==> src/hw/mac_rx_filter_pkg.sv <==
/*
 constants for the receive address filter, counters, wake and tx stamp.
 assumes a single 125 MHz clock domain and frame-level status inputs.
*/
// Operation
// - unicast passes on perfect match
// - unicast hash mode passes on hash hit
// - hash-or-perfect passes on either match
// - destination invert rejects matching unicast
// - multicast perfect match passes, pause dropped when control frame pass is 0 or 1
// - multicast hash or combined match passes
// - destination invert rejects matching multicast
// - source check reported, drops only with source discard
// - source discard drops failing frames
// - source invert fails matches without dropping
// - loopback bit, cleared after reset
// - rx counters only for passed or runt frames
// - tx good needs no tx errors
// - rx good needs no rx errors except gigabit align and type-frame length
// - size limit 1518 untagged, 1522 tagged
// - wake frame and magic detect, interrupt
// - power-down discards every frame
// - leave power-down only on enabled wake
// - magic checked only for own/multicast
// - stop mode wake needs external line
// - tx stamp at sfd when requested
// - stamp low word two, high three
// - broadcast passes unless blocked
// - four station addresses, 48-bit compare
// - control frame pass field governs pause
package mac_rx_filter_pkg;
   localparam int          MAC_W        = 48;
   localparam int          HASH_BITS    = 6;
   localparam int          HASH_SIZE    = 64;
   localparam int          LEN_W        = 16;
   localparam int          TS_W         = 64;
   localparam int          WORD_W       = 32;
   localparam int          STATIONS     = 4;
   localparam logic [15:0] RUNT_LIMIT   = 16'h0006;
   localparam logic [15:0] MIN_FRAME    = 16'h0040;
   localparam logic [15:0] MAX_UNTAGGED = 16'h05ee;
   localparam logic [15:0] MAX_TAGGED   = 16'h05f2;
   localparam logic [31:0] CRC_POLY     = 32'h04c11db7;
   localparam logic [31:0] CRC_INIT     = 32'hffffffff;
   localparam logic [1:0]  CFP_PASS_ALL = 2'h2;
   localparam logic [1:0]  CFP_FILTER   = 2'h3;
   localparam int          TS_STEP_NS   = 8;
endpackage

==> src/hw/eth_mac_rx_filter_pmt_mmc.sv <==
/*
 receive address filter with counter gating, power-down wake detect,
 loopback control and transmit timestamp capture.
 assumes frame status arrives as one-cycle strobes with fields valid.
*/
`timescale 1ns/1ps
module eth_mac_rx_filter_pmt_mmc #(
   parameter int N_STATION = mac_rx_filter_pkg::STATIONS,
   parameter int CNT_W     = 32
) (
   // clock and reset
   input  wire logic                      ref_clk,
   input  wire logic                      rst,
   // filter configuration
   input  wire logic                      promiscuous_mode,
   input  wire logic                      unicast_hash_mode,
   input  wire logic                      multicast_hash_mode,
   input  wire logic                      dest_filter_invert,
   input  wire logic                      pass_all_multicast,
   input  wire logic                      broadcast_block,
   input  wire logic                      hash_or_perfect_mode,
   input  wire logic                      source_filter_invert,
   input  wire logic                      source_filter_discard,
   input  wire logic [1:0]                control_frame_pass,
   input  wire logic                      loopback_select,
   input  wire logic [63:0]               hash_table,
   input  wire logic [N_STATION*48-1:0]   station_addr,
   input  wire logic [N_STATION-1:0]      station_en,
   input  wire logic [N_STATION-1:0]      station_is_source,
   // received frame status
   input  wire logic                      rx_end,
   input  wire logic [47:0]               rx_dest,
   input  wire logic [47:0]               rx_src,
   input  wire logic [15:0]               rx_len,
   input  wire logic                      rx_pause,
   input  wire logic                      rx_vlan,
   input  wire logic                      rx_type_frame,
   input  wire logic                      rx_crc_err,
   input  wire logic                      rx_mii_err,
   input  wire logic                      rx_align_err,
   input  wire logic                      rx_len_err,
   input  wire logic                      rx_gigabit,
   input  wire logic                      rx_wake_frame,
   input  wire logic                      rx_magic,
   // power management
   input  wire logic                      power_down_req,
   input  wire logic                      wake_frame_detect_en,
   input  wire logic                      magic_packet_detect_en,
   input  wire logic                      stop_mode,
   input  wire logic                      external_interrupt_line,
   // transmit status
   input  wire logic                      tx_end,
   input  wire logic                      tx_underrun,
   input  wire logic                      tx_carrier_lost,
   input  wire logic                      tx_jabber,
   input  wire logic                      tx_late_coll,
   input  wire logic                      tx_exc_defer,
   input  wire logic                      tx_exc_coll,
   input  wire logic                      tx_sfd,
   input  wire logic                      tx_ts_request,
   // filter results
   output logic                           rx_result_valid,
   output logic                           rx_pass,
   output logic                           rx_da_fail,
   output logic                           rx_sa_fail,
   output logic                           rx_good,
   output logic                           rx_count_update,
   output logic                           loop_frame,
   output logic                           loopback_active,
   // counters
   output logic [CNT_W-1:0]               rx_frame_count,
   output logic [CNT_W-1:0]               rx_good_count,
   output logic [CNT_W-1:0]               tx_good_count,
   // power management status
   output logic                           power_down,
   output logic                           wake_irq,
   // transmit stamp
   output logic                           tx_ts_valid,
   output logic [31:0]                    tx_desc_word_two,
   output logic [31:0]                    tx_desc_word_three
);

   // ------------------------------------------------------------
   // elaboration checks
   // ------------------------------------------------------------
   generate
      if (N_STATION < 1 || CNT_W < 1) begin : g_bad
         $error("station count and counter width must be positive");
      end
   endgenerate

   // ------------------------------------------------------------
   // hash index: upper crc bits of the destination
   // ------------------------------------------------------------
   function automatic logic [5:0] hash_index(input logic [47:0] a);
      logic [31:0] c;
      c = mac_rx_filter_pkg::CRC_INIT;
      for (int i = 0; i < mac_rx_filter_pkg::MAC_W; i++) begin
         if (c[31] ^ a[i]) begin
            c = {c[30:0], 1'b0} ^ mac_rx_filter_pkg::CRC_POLY;
         end else begin
            c = {c[30:0], 1'b0};
         end
      end
      return c[31:26];
   endfunction

   // ------------------------------------------------------------
   // address compare
   // ------------------------------------------------------------
   logic [N_STATION-1:0] da_hit_v;
   logic [N_STATION-1:0] sa_hit_v;

   genvar g;
   generate
      for (g = 0; g < N_STATION; g++) begin : g_st
         // full 48-bit compare per entry
         assign da_hit_v[g] = station_en[g] && !station_is_source[g]
                              && station_addr[g*48 +: 48] == rx_dest;
         assign sa_hit_v[g] = station_en[g] && station_is_source[g]
                              && station_addr[g*48 +: 48] == rx_src;
      end
   endgenerate

   logic is_bcast;
   logic is_mcast;
   logic perf_hit;
   logic hash_hit;
   logic sa_match;

   assign is_bcast = &rx_dest;
   assign is_mcast = rx_dest[0] && !is_bcast;
   assign perf_hit = |da_hit_v;
   assign hash_hit = hash_table[hash_index(rx_dest)];
   assign sa_match = |sa_hit_v;

   // ------------------------------------------------------------
   // destination decision
   // ------------------------------------------------------------
   logic uc_sel;
   logic mc_sel;
   logic da_ok;
   logic pause_drop;

   always_comb begin
      // hash, perfect or either
      if (unicast_hash_mode) begin
         uc_sel = hash_or_perfect_mode ? (hash_hit || perf_hit) : hash_hit;
      end else begin
         uc_sel = perf_hit;
      end
      // same choice for groups
      if (multicast_hash_mode) begin
         mc_sel = hash_or_perfect_mode ? (hash_hit || perf_hit) : hash_hit;
      end else begin
         mc_sel = perf_hit;
      end
      if (promiscuous_mode) begin
         da_ok = 1'b1;
      end else if (is_bcast) begin
         da_ok = !broadcast_block;
      end else if (is_mcast) begin
         // invert flips group result
         da_ok = pass_all_multicast || (mc_sel ^ dest_filter_invert);
      end else begin
         da_ok = uc_sel ^ dest_filter_invert;
      end
   end

   // pause frames by control field
   assign pause_drop = rx_pause && !promiscuous_mode
                       && control_frame_pass != mac_rx_filter_pkg::CFP_FILTER
                       && control_frame_pass != mac_rx_filter_pkg::CFP_PASS_ALL;

   // ------------------------------------------------------------
   // source decision
   // ------------------------------------------------------------
   logic sa_ok;
   logic sa_drop;
   logic da_pass;
   logic pass_c;

   // invert turns match into failure
   assign sa_ok   = promiscuous_mode || (sa_match ^ source_filter_invert);
   // only non-inverted discard drops
   assign sa_drop = !sa_ok && source_filter_discard && !source_filter_invert;
   assign da_pass = (da_ok && !pause_drop)
                    || (rx_pause && control_frame_pass ==
                        mac_rx_filter_pkg::CFP_PASS_ALL);
   // nothing forwarded while powered down
   assign pass_c  = !power_down && da_pass && !sa_drop;

   // ------------------------------------------------------------
   // good frame checks
   // ------------------------------------------------------------
   logic [15:0] max_len;
   logic        rx_good_c;
   logic        runt;
   logic        tx_good_c;

   // tagged frames may be four bytes longer
   assign max_len   = rx_vlan ? mac_rx_filter_pkg::MAX_TAGGED
                              : mac_rx_filter_pkg::MAX_UNTAGGED;
   // length error and max size checks skip type frames
   assign rx_good_c = rx_len >= mac_rx_filter_pkg::MIN_FRAME
                      && !rx_crc_err && !rx_mii_err
                      && !(rx_align_err && !rx_gigabit)
                      && !(!rx_type_frame && (rx_len_err || rx_len > max_len));
   assign runt      = rx_len < mac_rx_filter_pkg::RUNT_LIMIT;
   assign tx_good_c = !(tx_underrun || tx_carrier_lost || tx_jabber
                      || tx_late_coll || tx_exc_defer || tx_exc_coll);

   // ------------------------------------------------------------
   // result register
   // ------------------------------------------------------------
   logic upd_c;
   // runts below six bytes still count
   assign upd_c = !power_down && (pass_c || runt);

   always_ff @(posedge ref_clk or posedge rst) begin
      if (rst) begin
         rx_result_valid <= 1'b0;
         rx_pass         <= 1'b0;
         rx_da_fail      <= 1'b0;
         rx_sa_fail      <= 1'b0;
         rx_good         <= 1'b0;
         rx_count_update <= 1'b0;
         loop_frame      <= 1'b0;
      end else begin
         rx_result_valid <= rx_end;
         rx_pass         <= rx_end && pass_c;
         rx_da_fail      <= rx_end && !da_ok;
         rx_sa_fail      <= rx_end && !sa_ok;
         rx_good         <= rx_end && rx_good_c;
         rx_count_update <= rx_end && upd_c;
         loop_frame      <= rx_end && pass_c && loopback_active;
      end
   end

   // loopback disabled after reset
   always_ff @(posedge ref_clk or posedge rst) begin
      if (rst) begin
         loopback_active <= 1'b0;
      end else begin
         loopback_active <= loopback_select;
      end
   end

   // ------------------------------------------------------------
   // management counters
   // ------------------------------------------------------------
   always_ff @(posedge ref_clk or posedge rst) begin
      if (rst) begin
         rx_frame_count <= '0;
         rx_good_count  <= '0;
         tx_good_count  <= '0;
      end else begin
         if (rx_end && upd_c) begin
            rx_frame_count <= rx_frame_count + 1'b1;
         end
         if (rx_end && upd_c && rx_good_c) begin
            rx_good_count <= rx_good_count + 1'b1;
         end
         if (tx_end && tx_good_c) begin
            tx_good_count <= tx_good_count + 1'b1;
         end
      end
   end

   // ------------------------------------------------------------
   // power-down and wake
   // ------------------------------------------------------------
   logic wake_c;
   logic magic_ok;

   // magic only for own or group address
   assign magic_ok = magic_packet_detect_en && rx_magic
                     && (perf_hit || is_mcast);
   // stop mode needs the external line
   assign wake_c   = rx_end && power_down
                     && ((wake_frame_detect_en && rx_wake_frame) || magic_ok)
                     && (!stop_mode || external_interrupt_line);

   // wake beats a fresh entry request
   always_ff @(posedge ref_clk or posedge rst) begin
      if (rst) begin
         power_down <= 1'b0;
         wake_irq   <= 1'b0;
      end else begin
         wake_irq <= wake_c;
         if (wake_c) begin
            power_down <= 1'b0;
         end else if (power_down_req) begin
            power_down <= 1'b1;
         end
      end
   end

   // ------------------------------------------------------------
   // timestamp counter and transmit capture
   // ------------------------------------------------------------
   localparam logic [63:0] TS_STEP = 64'(mac_rx_filter_pkg::TS_STEP_NS);
   logic [63:0] sys_time;

   always_ff @(posedge ref_clk or posedge rst) begin
      if (rst) begin
         sys_time <= '0;
      end else begin
         sys_time <= sys_time + TS_STEP;
      end
   end

   always_ff @(posedge ref_clk or posedge rst) begin
      if (rst) begin
         tx_ts_valid        <= 1'b0;
         tx_desc_word_two   <= '0;
         tx_desc_word_three <= '0;
      end else begin
         tx_ts_valid <= tx_sfd && tx_ts_request;
         if (tx_sfd && tx_ts_request) begin
            tx_desc_word_two   <= sys_time[31:0];
            tx_desc_word_three <= sys_time[63:32];
         end
      end
   end

   // ------------------------------------------------------------
   // checks
   // ------------------------------------------------------------
   property p_pd_discard;
      @(posedge ref_clk) disable iff (rst)
      rx_end && power_down |=> !rx_pass && !loop_frame;
   endproperty
   a_pd_discard: assert property (p_pd_discard)
      else $error("frame passed in power-down");

   property p_promisc;
      @(posedge ref_clk) disable iff (rst)
      rx_end && promiscuous_mode && !power_down |=> rx_pass;
   endproperty
   a_promisc: assert property (p_promisc)
      else $error("promiscuous frame dropped");

   property p_bcast_block;
      @(posedge ref_clk) disable iff (rst)
      rx_end && is_bcast && broadcast_block && !promiscuous_mode
      |=> !rx_pass && rx_da_fail;
   endproperty
   a_bcast_block: assert property (p_bcast_block)
      else $error("blocked broadcast passed");

   property p_sa_discard;
      @(posedge ref_clk) disable iff (rst)
      rx_end && !promiscuous_mode && source_filter_discard
      && !source_filter_invert && !sa_match |=> !rx_pass && rx_sa_fail;
   endproperty
   a_sa_discard: assert property (p_sa_discard)
      else $error("source failure not discarded");

   property p_runt_count;
      @(posedge ref_clk) disable iff (rst)
      rx_end && !power_down && runt
      |=> rx_count_update && rx_frame_count == $past(rx_frame_count) + 1'b1;
   endproperty
   a_runt_count: assert property (p_runt_count)
      else $error("runt frame not counted");

   property p_tx_bad;
      @(posedge ref_clk) disable iff (rst)
      tx_end && (tx_underrun || tx_jabber) |=> $stable(tx_good_count);
   endproperty
   a_tx_bad: assert property (p_tx_bad)
      else $error("errored tx frame counted good");

   property p_wake_exit;
      @(posedge ref_clk) disable iff (rst)
      power_down && !(rx_end && (rx_wake_frame || rx_magic))
      |=> power_down;
   endproperty
   a_wake_exit: assert property (p_wake_exit)
      else $error("power-down left without wake frame");

   property p_ts_capture;
      @(posedge ref_clk) disable iff (rst)
      tx_sfd && tx_ts_request
      |=> tx_ts_valid && tx_desc_word_two == $past(sys_time[31:0]);
   endproperty
   a_ts_capture: assert property (p_ts_capture)
      else $error("transmit stamp not captured");

   property p_loop_off;
      @(posedge ref_clk) disable iff (rst)
      !loopback_select ##1 rx_end |=> !loop_frame;
   endproperty
   a_loop_off: assert property (p_loop_off)
      else $error("loopback while disabled");

endmodule

==> config.mk <==
export PLATFORM = sky130hd
export DESIGN_NAME = eth_mac_rx_filter_pmt_mmc
export DESIGN_NICKNAME = d
export VERILOG_FILES = /design/src/hw/mac_rx_filter_pkg.sv /design/src/hw/eth_mac_rx_filter_pmt_mmc.sv
export SDC_FILE = /design/constraint.sdc
export NUM_CORES = 1
export LEC_CHECK = 0
export BUFFER_PORTS_ARGS = -buffer_cell sky130_fd_sc_hd__buf_2
export CORE_AREA = 8 8 225 227
export CTS_BUF_LIST = sky130_fd_sc_hd__clkbuf_16
export DETAILED_ROUTE_END_ITERATION = 6
export DIE_AREA = 0 0 233 235
export PLACE_DENSITY = 0.72
export SYNTH_ARGS = -nofsm -noshare
export SYNTH_HDL_FRONTEND = slang
export SYNTH_SLANG_ARGS = --single-unit
==> constraint.sdc <==
create_clock -name ref_clk -period 8.7 [get_ports ref_clk]
set_input_delay 0.87 -clock ref_clk [delete_from_list [all_inputs] [get_ports ref_clk]]
set_output_delay 0.87 -clock ref_clk [all_outputs]
set_load 0.005 [all_outputs]
Yosys cells after proc, flatten, opt, wreduce, memory -nomap -nowiden
Cells that the tools add are included.
- add/sub/neg operators: 4
- multiply operators: 0
- divide/modulo/power cells: 0
- $lt $le $gt $ge: 4
- eq/ne operators: 11
- shift operators: 0
- mux-type cells: 59
- bitwise logic cells: 97
- reduce and logical (&&, ||, !) cells: 87
- operators by type and width (kind ; number):
    $mux 27 ; 48
    $not 14->14 ; 47
    $eq 48x48->1 ; 8
    $add 32x1->32 const B ; 3
    $add 64x4->64 const B ; 1
    $logic_and 1x1->1 ; 48
    $reduce_and 48->1 ; 1
    $xor 1x1->1 ; 45
    $logic_not 1->1 ; 21
    $ge 16x7->1 const B ; 1
    $gt 16x11->1 ; 1
    $lt 16x3->1 const B ; 1
    $logic_or 1x1->1 ; 14
    $mux 1 ; 9
    $reduce_or 4->1 ; 2
    $lt 6x7->1 const B ; 1
    $bmux 1 s6 ; 1
    $mux 5 ; 1
    $xor 1x1->1 const A ; 5
    $ne 2x2->1 const B ; 2
    $eq 2x2->1 const B ; 1
    $reduce_bool 2->1 ; 1
- register bits after elaboration: 235
- bits in latches: 0
- memory bits (writable): 0
- ROM bits: 0
- input port bits: 415
- output and inout port bits: 171
- word-level logic and storage cells: 279
- memories kept: 0

Longest topological paths before layout
Gate-level depths: netlist (run 1).
- word-level depth: 113
- mapped depth: 24
- gate-level depth less buffers: 20

Worst setup path before layout (run 1)
OpenSTA, ideal clock, no wires.
- kind: input -> register
- start: in rx_dest[2]
- end: reg rx_good_count[15]
- library setup time: 0.079 ns
- data arrival time: 6.239 ns
- required time: 8.621 ns
- slack: 2.382 ns
- cell stages on the path: 22
- buffers on the path: 2
- cells stage by stage: ha_1 -> xnor2_4 -> xor2_2 -> xnor3_1 -> xnor2_2 -> xnor3_1 -> xnor3_2 -> xor2_4 -> buf_6 -> mux4_2 -> nor4_1 -> a31oi_1 -> o2111ai_1 -> nand2_1 -> a221oi_2 -> and2_1 -> o21ai_1 -> a211o_1 -> or4_4 -> buf_8 -> nor2_4 -> xor2_1
- word-level cells in the longest chain between the ends: 77
- elaborated cells between the ends (all ways): 157
- classes of those cells: eq/ne (4); mux (54); bitwise (81); reduce/logical (18)
- RTL lines (element ; line ; source):
    start: declaration ; eth_mac_rx_filter_pmt_mmc.sv:32 ; input wire logic [47:0] rx_dest,
    $xor 1x1->1 ; eth_mac_rx_filter_pmt_mmc.sv:99 ; if (c[31] ^ a[i]) begin
    $mux 27 ; eth_mac_rx_filter_pmt_mmc.sv:99 ;
    $mux 27 or $not 14->14 (tied branches) (2 in series) ; - ;
    $mux 27 ; eth_mac_rx_filter_pmt_mmc.sv:99 ;
    $not 14->14 (no line) or $mux 27 (tied branches) ; - ;
    $mux 27 ; eth_mac_rx_filter_pmt_mmc.sv:99 ;
    $mux 27 or $not 14->14 (tied branches) (2 in series) ; - ;
    $mux 27 ; eth_mac_rx_filter_pmt_mmc.sv:99 ;
    [57 not listed] ; - ;
    $mux 1 * ; eth_mac_rx_filter_pmt_mmc.sv:160 ; end else if (is_bcast) begin
    $mux 1 * ; eth_mac_rx_filter_pmt_mmc.sv:158 ; if (promiscuous_mode) begin
    $logic_and 1x1->1 * ; eth_mac_rx_filter_pmt_mmc.sv:187 ; assign da_pass = (da_ok && !pause_drop)
    $logic_or 1x1->1 * ; eth_mac_rx_filter_pmt_mmc.sv:188 ; || (rx_pause && control_frame_pass ==
    $logic_and 1x1->1 * (2 in series) ; eth_mac_rx_filter_pmt_mmc.sv:191 ; assign pass_c = !power_down && da_pass && !sa_drop;
    $logic_or 1x1->1 * ; eth_mac_rx_filter_pmt_mmc.sv:218 ; assign upd_c = !power_down && (pass_c || runt);
    $logic_and 1x1->1 * ; eth_mac_rx_filter_pmt_mmc.sv:218 ;
    $logic_and 1x1->1 * (2 in series) ; eth_mac_rx_filter_pmt_mmc.sv:261 ; if (rx_end && upd_c && rx_good_c) begin
    end signal: assignment ; eth_mac_rx_filter_pmt_mmc.sv:262 ; rx_good_count <= rx_good_count + 1'b1;
    end: declaration ; eth_mac_rx_filter_pmt_mmc.sv:72 ; output logic [CNT_W-1:0] rx_good_count,
Mark *: on every way between the ends. The rest lies on a longest branch, timed or not. The select of a mux whose other input is x is not followed.
A chain may end at the register's enable or synchronous reset.

Worst setup path after layout (run 1)
- start: in rx_dest[4]
- end: reg rx_frame_count[14]
- word-level cells in the longest chain between the ends: 73
- elaborated cells between the ends (all ways): 150
- classes of those cells: eq/ne (4); mux (52); bitwise (77); reduce/logical (17)
- RTL lines (element ; line ; source):
    $xor 1x1->1 ; eth_mac_rx_filter_pmt_mmc.sv:99 ;
    $mux 27 ; eth_mac_rx_filter_pmt_mmc.sv:99 ;
    $not 14->14 (no line) or $mux 27 (tied branches) ; - ;
    $mux 27 or $not 14->14 (tied branches) (3 in series) ; - ;
    $mux 27 ; eth_mac_rx_filter_pmt_mmc.sv:99 ;
    $not 14->14 (no line) or $mux 27 (tied branches) ; - ;
    $mux 27 or $not 14->14 (tied branches) (3 in series) ; - ;
    $mux 27 ; eth_mac_rx_filter_pmt_mmc.sv:99 ;
    [52 not listed] ; - ;
    $mux 1 * ; eth_mac_rx_filter_pmt_mmc.sv:160 ;
    $mux 1 * ; eth_mac_rx_filter_pmt_mmc.sv:158 ;
    $logic_and 1x1->1 * ; eth_mac_rx_filter_pmt_mmc.sv:187 ;
    $logic_or 1x1->1 * ; eth_mac_rx_filter_pmt_mmc.sv:188 ;
    $logic_and 1x1->1 * (2 in series) ; eth_mac_rx_filter_pmt_mmc.sv:191 ;
    $logic_or 1x1->1 * ; eth_mac_rx_filter_pmt_mmc.sv:218 ;
    $logic_and 1x1->1 * ; eth_mac_rx_filter_pmt_mmc.sv:218 ;
    $logic_and 1x1->1 * ; eth_mac_rx_filter_pmt_mmc.sv:258 ; if (rx_end && upd_c) begin
    end signal: assignment ; eth_mac_rx_filter_pmt_mmc.sv:259 ; rx_frame_count <= rx_frame_count + 1'b1;
    end: declaration ; eth_mac_rx_filter_pmt_mmc.sv:71 ; output logic [CNT_W-1:0] rx_frame_count,
Marks and branches as above.

==> metrics.txt, run 1 <==
# setup viols final 0; Initial DRC Count approximately 1400; cts bufs inserted 23; Die Ht 235 um; power per standard cell area approximately 470 nW/um2; post-synth top area cell dfrtp_1; area delta synth->final 22.43%; Hold Buf Count CTS 0; clk slew on worst S/H paths 0.06 ns; # clock sinks about 230; crit path launch type primary input; Yosys cell types 74; chip width 233 um; DRC errors left 4; Top cell by count, worst path xnor2_2; type of the worst setup path primary input to register; Total GRT Usage 0.2982; H-tree depth 1; Worst EP required between 9 and 10 ns; drt via density between 5 and 6; final setup margin between 1.5 and 2 ns; XOR/XNOR Fraction of Synth Area 0.3948; largest net degree at the start of global routing ~150; status finished, violations left; Fmax roughly 140 MHz; Starting Density 0.3800; main combinational cell family by area after synthesis XOR/XNOR gates; Slew Viols, Final 0; Post-Synthesis Cells about 1700; mux contribution to synthesized area 0.06133; antenna viol nets, final 0; slowest CP cell xor2_4; worst rel slew slack 0.2289; Core ar. about 47000 um2; MaxCap Viol Count 0; layout cells sized above 1 0.3292; Leakage Power 10.72 nW; Top-Level Pins between 500 and 600; TritonCTS clock tree built; DR vias roughly 16000; TNS Setup 0 ns; synth warn 0; Yosys top cell area share 0.3199; synthesized area 17910 um2; EDFF count, synth 0; Peak VDD IR ~0.0023 V; number of post-CTS setup repair buffers 0; simple-gate share of the synthesized area 0.1406; fin nets roughly 2700; worst skew pair latency roughly 0.51 ns; #FFs+latches synth between 200 and 250; Hold Vio Cnt, Final 0; Main synth FF type dfrtp_1; critical path arrival 7.50 ns; ys async rst share 1.000; total power roughly 0.010 W; final setup skew just under 0.008 ns; measured slew at the worst slew-check pin roughly 1.1 ns; Wirelength per Cell approximately 30 um; Detailed Place HPWL approximately 71000 um; GRT overflow 0; drt pass-1 iters 7; average size of a mapped cell roughly 10 um2; gpl congestion 1.060; Synth Area in Compound Gates 0.03688; initial antenna violation count 17; Row Count 80; Crit Path Max Fanout 23; crit share post-route 0.8124; Synth Area in Adders 0.006985; vias in the first global route about 17000; critical path's largest stage delay roughly 0.60 ns; CTS Root Cell clkbuf_16; Seq/Total Area, Yosys 0.3199; HP Class primary input to register; failing checks design-rule violations; first-pass GRT wire length ~120000 um; Place WS 1.007 ns; number of port buffers just under 600; hold slack between 0.4 and 0.5 ns; RSZ-0062 raised after global routing false; Die ar. 54760 um2; top post-synthesis cells by area dfrtp_1 (32%), xnor2_1 (20%), xor2_1 (10%); crit-path cells buf_2, ha_1, xnor2_2, xnor3_1, xnor2_2, xnor2_2, xnor3_1, xnor3_2, xor2_4, mux4_2, mux2i_1, nor3_1, a311oi_2, nand2_1, a221oi_2, and2_1, o21ai_1, a21oi_1, o21ai_2, buf_4, nor4_1, xor2_1; Total Wirelength 84750 um; clk buf depth 3; Final Critical Period approximately 7.1 ns; Resized cells post-CTS 0; CP Capture Type register
[layer usage]
metal	global-route usage	vias to the layer above	wire length [um]
met5	0	-	69
li1	-	6983	-
met4	0.1445	10	5133
met3	0.08736	270	8509
met1	0.3588	7963	32640
met2	0.4824	929	38400
[worst paths after layout]
check,start,endpoint,slack [ns],cells past startpoint
max reg2reg,sys_time[4],sys_time[63],4.96,13
min,loopback_select,loopback_active,0.46,1
min reg2reg,tx_good_count[31],tx_good_count[31],0.47,1
min in group asynchronous,rst,rx_good_count[28],0.57,2
max,rx_dest[4],rx_frame_count[14],1.63,22
max in group asynchronous,rst,tx_desc_word_three[30],6.61,3
[metrics by stage]
| stage | util | instance area [um2] | std cells |
|---|---|---|---|
| floorplan | - | 17920 | 1736 |
| global placement | 0.4505 | 21240 | 2849 |
| detailed placement | 0.4505 | 21240 | 2849 |
| CTS | 0.4649 | 21920 | 2887 |
| global route | 0.4650 | 21920 | 2889 |
| finish | 0.4652 | 21930 | 2893 |
[placed cells by master, fill, tap and decap left out, types with 11 or more instances in the layout]
cell type and instances:
inv_1 69, xor2_1 212, dfrtp_1 229, clkbuf_16 23
buf_2 582, nand3_1 62, nor3_1 22, xnor3_1 43
o22ai_1 12, nand2_1 90, and3_1 45, xnor2_2 18
nor4_1 60, mux2i_1 22, mux2_2 64, nand4_1 93
nor2_1 47, buf_4 11, xnor2_1 399
[cell type report]
cell class              count  area, um2
repair buffers            593       2995
clock buffers              23      575.6
fillers                  4405      25210
clock inverters            15      105.1
flip-flops and latches    229       5731
well taps                 615      769.5
inverters                  64      247.7
diodes                      6      15.01
multi-input cells        1348      11490
[critical path: cells and delay by family]
kind                     cells  cell delay [ns]
XOR/XNOR                     8             2.91
AO/OA/AOI/OAI                5             1.26
AND/OR/NAND/NOR              4             0.76
multiplexers                 2             0.74
buffers and inverters        2             0.58
adder cells (fa/ha/maj)      1             0.33
[power by group]
| group | leakage [nW] | switching, W | internal, W |
|---|---|---|---|
| Clock | 0.356 | 0.000400 | 0.000510 |
| Sequential | 3.11 | 0.0000805 | 0.00113 |
| Combinational | 7.26 | 0.00421 | 0.00401 |
[cell usage after synthesis, types with 10 or more instances]
cell type,n
o21ai_0,10
buf_2,13
dfrtp_1,229
nand3_1,62
o22ai_1,12
xnor3_1,43
mux2i_1,22
xnor2_2,18
clkbuf_1,63
nand2_1,91
nand4_1,93
nor4_1,60
nor2_1,47
mux2_2,64
ha_1,10
buf_4,11
and3_1,45
inv_1,64
xnor2_1,399
xor2_1,212
nor3_1,22
[state kept, by name (all words and copies together), names as in the netlist]
name                flops
rx_frame_count         32
tx_desc_word_three     32
rx_result_valid         1
tx_ts_valid             1
loop_frame              1
tx_desc_word_two       29
loopback_active         1
rx_good_count          32
rx_da_fail              1
tx_good_count          32
power_down              1
rx_pass                 1
rx_good                 1
rx_sa_fail              1
wake_irq                1
rx_count_update         1
sys_time               61
[cell families after synthesis]
| kind of cell | after synthesis |
|---|---|
| adder cells (fa/ha/maj) | 10 |
| XOR/XNOR | 691 |
| AND/OR/NAND/NOR | 463 |
| multiplexers | 93 |
| buffers and inverters | 159 |
| flip-flops | 229 |
| AO/OA/AOI/OAI | 88 |
| other | 1 |
(Power assumes the default switching activity.)
==> run 2, diff against run 1 <==
--- a/config.mk
+++ b/config.mk
@@ -6,11 +6,11 @@
 export NUM_CORES = 1
 export LEC_CHECK = 0
 export BUFFER_PORTS_ARGS = -buffer_cell sky130_fd_sc_hd__buf_2
-export CORE_AREA = 8 8 225 227
+export CORE_AREA = 8 8 223 225
 export CTS_BUF_LIST = sky130_fd_sc_hd__clkbuf_16
 export DETAILED_ROUTE_END_ITERATION = 6
-export DIE_AREA = 0 0 233 235
-export PLACE_DENSITY = 0.72
+export DIE_AREA = 0 0 231 233
+export PLACE_DENSITY = 0.76
 export SYNTH_ARGS = -nofsm -noshare
 export SYNTH_HDL_FRONTEND = slang
 export SYNTH_SLANG_ARGS = --single-unit
==> constraint.sdc (replaced) <==
create_clock -name ref_clk -period 6.2 [get_ports ref_clk]
set_input_delay 0.62 -clock ref_clk [delete_from_list [all_inputs] [get_ports ref_clk]]
set_output_delay 0.62 -clock ref_clk [all_outputs]
set_load 0.005 [all_outputs]
==> run 2 against run 1 <==
Effect of this change:
- the flow now finishes without violations
- non-clock buffer count increased by 145
- critical path type unchanged
- die area is 1.7% lower
- clock skew is 0.0080 ns higher
- total power grew 93%
- register-to-register slack worse by 2.4 ns
- largest cell class unchanged
- cell area up 6.0%
- clock power increased by 35%
- combinational power up 110%
- critical endpoint is now rx_good_count[23]
- hold slack got worse by 0.23 ns
- utilization grew 3.9 points
==> metrics.txt, run 2 (synthesized netlist as in run 1, its figures left out) <==
drt via density 5.533; met1 usage 0.3750; Slew Viols, Final 0; Core ar. 46060 um2; TNS Setup 0 ns; Net Sw Frac 0.4195; max reg flops 61; clk buf depth 3; slowest CP cell or4_4; Worst EP required 6.63 ns; Hold Buf Count CTS 0; worst setup path startpoint rx_dest[7]; clock share of power 0.062; CP top delay family XOR/XNOR gates; largest net degree at the start of global routing 83; layout cells sized above 1 0.3817; GR peak layer met2; Die ar. 53820 um2; commonest non-fill, non-tap cell in the layout buf_2; Initial DRC Count ~1400; measured slew at the worst slew-check pin 1.023 ns; Die Ht approximately 230 um; CTS Root Cell clkbuf_16; # clock sinks 229; clk slew on worst S/H paths around 0.07 ns; type of the worst setup path primary input to register; CP Capture Type register; Peak VDD IR 0.002607 V; chip width ~230 um; Int Pwr approximately 0.012 W; Total GRT Usage 0.3163; Placement Cell Area 22280 um2; number of port buffers between 500 and 600; critical path's largest stage delay between 0.6 and 0.7 ns; TritonCTS clock tree built; vias in the first global route about 18000; Hold Startpoint loopback_select; Most flops, register sys_time; crit share post-route 0.9651; Crit Path Max Fanout 7; first-pass GRT wire length 124200 um; critical path arrival 6.42 ns; Fmax between 150 and 200 MHz; power per standard cell area 859.7 nW/um2; Top cell by count, worst path buf_4; crit path launch type primary input; Detailed Place HPWL roughly 75000 um; cts bufs inserted 21; worst skew pair latency 0.51 ns; Switch Pwr 0.008381 W; Final Critical Period about 6 ns; Wirelength per Cell around 29 um; fin util 0.5045; status finished, final reports clean; Hold Vio Cnt, Final 0; Starting Density 0.3889; GRT overflow 0; Total Wirelength 88420 um; drt pass-1 iters 5; fin nets around 2800; H-tree depth 1; Leakage Power 11.46 nW; most frequent cells in the layout buf_2 (583), xnor2_1 (391), dfrtp_1 (229); Comb power frac 0.853; initial antenna violation count 8; # setup viols final 0; DR vias between 15000 and 20000; MaxCap Viol Count 0; Top-Level Pins 586; hold slack 0.2276 ns; area delta synth->final 29.72%; Flop pwr share 0.085; CP Buf/Inv Count 9; HP Class primary input to register; GR Util met3 0.08111; gpl congestion ~1.1; antenna viol nets, final 0; DRC errors left 0; design area around 23000 um2; Row Count 79; worst rel slew slack 0.3114; worst r2r src sys_time[4]; M2 GR Usage 0.5285; final setup skew 0.01579 ns; Reg2Reg Setup Slack 2.54 ns
## run 2: final timing paths
kind | to | depth (start not counted)
worst max register to register | sys_time[63] | 13
worst min-delay path | loopback_active | 1
worst min register to register | sys_time[48] | 1
worst max-delay path | rx_good_count[23] | 28
min in group asynchronous | tx_desc_word_two[15] | 3
max in group asynchronous | rx_frame_count[4] | 4
## run 2: repair_timing
| item | CTS | global route |
|---|---|---|
| gates resized for setup | 0 | 36 |
| endpoints found under the setup margin | 0 | 48 |
| setup buffers | 0 | 11 |
| hold endpoints to repair | 0 | 0 |
## run 2: cell type report
class	count	area [um2]
fillers	4172	22820
clock buffers	21	525.5
well taps	607	759.5
inverters	64	244.0
multi-input cells	1349	11700
diodes	4	10.01
flip-flops and latches	229	5731
repair buffers	738	4139
clock inverters	17	127.6
## run 2: power groups by stage
stage	Clock, W	Combinational (W)	Sequential (W)
final	0.00123	0.0170	0.00170
after global routing	0.00132	0.0181	0.00172
after CTS	0.00126	0.0158	0.00170
after detailed placement	0	0.0157	0.00173
after global placement	0	0.0153	0.00172
after floorplan	0	0.0107	0.00171
## run 2: metal layers
metal / vias up / wire, um
met2: 1001 / 40920
li1: 7258 / -
met5: - / 39
met3: 280 / 8302
met1: 8213 / 33710
met4: 6 / 5446
## run 2: through the flow
stage	total power, W	std cells	setup slack (ns)
final	0.01998	3029	0.2162
after floorplan	0.01242	1736	0.1317
after CTS	0.01872	3013	0.07805
after global placement	0.01699	2975	-0.2788
after detailed placement	0.01744	2975	-0.3971
after global routing	0.02118	3028	-0.03311
==> run 3, diff against run 2 <==
--- a/config.mk
+++ b/config.mk
@@ -6,11 +6,12 @@
 export NUM_CORES = 1
 export LEC_CHECK = 0
 export BUFFER_PORTS_ARGS = -buffer_cell sky130_fd_sc_hd__buf_2
-export CORE_AREA = 8 8 223 225
+export CORE_AREA = 8 8 221 223
 export CTS_BUF_LIST = sky130_fd_sc_hd__clkbuf_16
 export DETAILED_ROUTE_END_ITERATION = 6
-export DIE_AREA = 0 0 231 233
-export PLACE_DENSITY = 0.76
+export DIE_AREA = 0 0 229 231
+export MAX_ROUTING_LAYER = met4
+export PLACE_DENSITY = 0.77
 export SYNTH_ARGS = -nofsm -noshare
 export SYNTH_HDL_FRONTEND = slang
 export SYNTH_SLANG_ARGS = --single-unit
==> run 3 against run 2 <==
Effect of this change:
- fmax shrank 0.49%
- largest power group unchanged
- die area shrank 1.7%
- global-route usage grew 6.6 points
==> metrics.txt, run 3 (synthesized netlist as in run 1, its figures left out) <==
critical path arrival roughly 6.5 ns; status finished, final reports clean; Core ar. ~45000 um2; final setup skew roughly 0.015 ns; Total GRT Usage 0.3824; Slew Viols, Final 0; vias in the first global route around 18000; worst skew pair latency around 0.54 ns; cts bufs inserted 24; # setup viols final 0; design area 23540 um2; Peak VDD IR ~0.0042 V; area taken by multi-input logic gates 11700 um2; Wirelength per Cell ~34 um; Worst EP required ~6.7 ns; Fmax around 170 MHz; CTS Root Cell clkbuf_16; Detailed Place HPWL 88820 um; gpl congestion 1.154; Initial DRC Count around 1700; # clock sinks around 230; max reg flops between 60 and 70; Placement Cell Area between 20000 and 25000 um2; GRT overflow 0; CP Capture Type register; Comb power frac 0.852; DP Cell Count between 2000 and 3000; chip width about 230 um; clk slew on worst S/H paths 0.07 ns; Row Count between 70 and 80; initial antenna violation count 22; Hold Buf Count CTS 0; drt pass-1 iters 5; type of the worst setup path primary input to register; Top-Level Pins around 590; total power 0.02098 W; Filler cells between 4000 and 5000; Flop pwr share 0.081; worst rel slew slack 0.2896; number of port buffers ~580; crit path launch type primary input; TritonCTS clock tree built; Die ar. between 50000 and 60000 um2; commonest non-fill, non-tap cell in the layout buf_2; layout cells sized above 1 0.3823; fin nets 2850; Switch Pwr between 0.008 and 0.009 W; Final Critical Period approximately 6.0 ns; HP Class primary input to register; Net Sw Frac 0.4195; crit share post-route 0.9699; Crit Path Max Fanout 7; largest net degree at the start of global routing between 150 and 200; Total Wirelength between 100000 and 150000 um; area delta synth->final 31.42%; most frequent cells in the layout buf_2 (582), xnor2_1 (390), dfrtp_1 (229); H-tree depth 1; measured slew at the worst slew-check pin about 1.1 ns; antenna viol nets, final 0; Hold Vio Cnt, Final 0; power per standard cell area 891.2 nW/um2; drt via density between 5 and 6; DR vias approximately 17000; Int Pwr around 0.012 W; Most flops, register sys_time; first-pass GRT wire length ~140000 um; worst hold path depth 1; MaxCap Viol Count 0; clk buf depth 3; Leakage Power approximately 12 nW; Reg2Reg Setup Slack ~2.3 ns; Finished Layout Cells between 3000 and 4000; Die Ht 231 um; Reg area between 5000 and 6000 um2; clock share of power 0.067; DRC errors left 0; Starting Density 0.3973; r2r worst-path depth 13
[run 3: cell types whose count changed in the layout (fill, tap and decap cells not counted), moves of 3 or more]
cell / change
clkbuf_16: +3
nor4_1: +3
buf_4: +15
inv_1: +7
nor4_2: -3
xnor3_2: -3
diode_2: +9
clkinv_2: -6
xnor3_1: +3
[run 3: metal layers]
metal / GRT usage / share of wire / vias to the layer above
met3: 0.09075 / 0.086 / 194
met5: - / 0 / -
li1: - / - / 7315
met1: 0.4534 / 0.39 / 8645
met2: 0.6227 / 0.47 / 965
met4: 0.1558 / 0.051 / 0
[run 3: critical path: stages]
cell and delay (ns):
buf_2 0.11, ha_1 0.36, xnor2_4 0.24, buf_4 0.20, xor2_2 0.21, buf_4 0.18
xor2_4 0.20, xnor2_4 0.14, buf_4 0.14, xnor2_2 0.10, xnor3_2 0.51, xor2_4 0.22
buf_12 0.15, clkbuf_4 0.17, mux2i_1 0.13, mux4_2 0.48, nand2_1 0.10, a311oi_2 0.11
buf_4 0.16, a21boi_2 0.14, nor2_1 0.07, a311oi_1 0.23, o21ai_1 0.13, a211o_1 0.41
or4_4 0.66, nor2_4 0.13, xor2_1 0.17
[run 3: cell type report]
cell class                      instances  share of cell area
Multi-Input combinational cell       1349              0.4972
Sequential cell                       229              0.2434
Timing Repair Buffer                  757              0.1834
Tap cell                              600             0.03189
Clock buffer                           24             0.02551
Inverter                               64             0.01036
Clock inverter                         20            0.006909
Antenna cell                           13            0.001382
[run 3: power by group through the flow]
| stage | clock network [W] | registers, W | logic [W] |
|---|---|---|---|
| after floorplan | 0 | 0.00171 | 0.0107 |
| after global placement | 0 | 0.00171 | 0.0158 |
| after detailed placement | 0 | 0.00172 | 0.0162 |
| after CTS | 0.00143 | 0.00170 | 0.0162 |
| after global routing | 0.00149 | 0.00171 | 0.0188 |
| final | 0.00141 | 0.00170 | 0.0179 |
[run 3: path summary, 6_finish.rpt]
path,start,to
worst max-delay path,rx_dest[4],rx_good_count[31]
worst min-delay path,loopback_select,loopback_active
worst max register to register,sys_time[5],sys_time[63]
worst min register to register,tx_desc_word_two[3],tx_desc_word_two[3]
max in group asynchronous,rst,sys_time[46]
min in group asynchronous,rst,tx_good_count[12]
[run 3: what timing repair did]
| action | in CTS | in global routing |
|---|---|---|
| resized for setup | 0 | 35 |
| setup buffers | 0 | 7 |
| setup endpoints to repair | 0 | 48 |
[run 3: through the flow]
step	setup TNS [ns]	util	hold WS [ns]	worst slack [ns]
finish	0	0.5221	0.1952	0.1867
global route	-0.1880	0.5221	0.1796	-0.03402
CTS	0	0.5152	0.1610	0.05155
detailed placement	-18.03	0.4983	0.4663	-0.4856
global placement	-9.163	0.4983	0.4576	-0.3042
floorplan	0	-	0.4418	0.1317
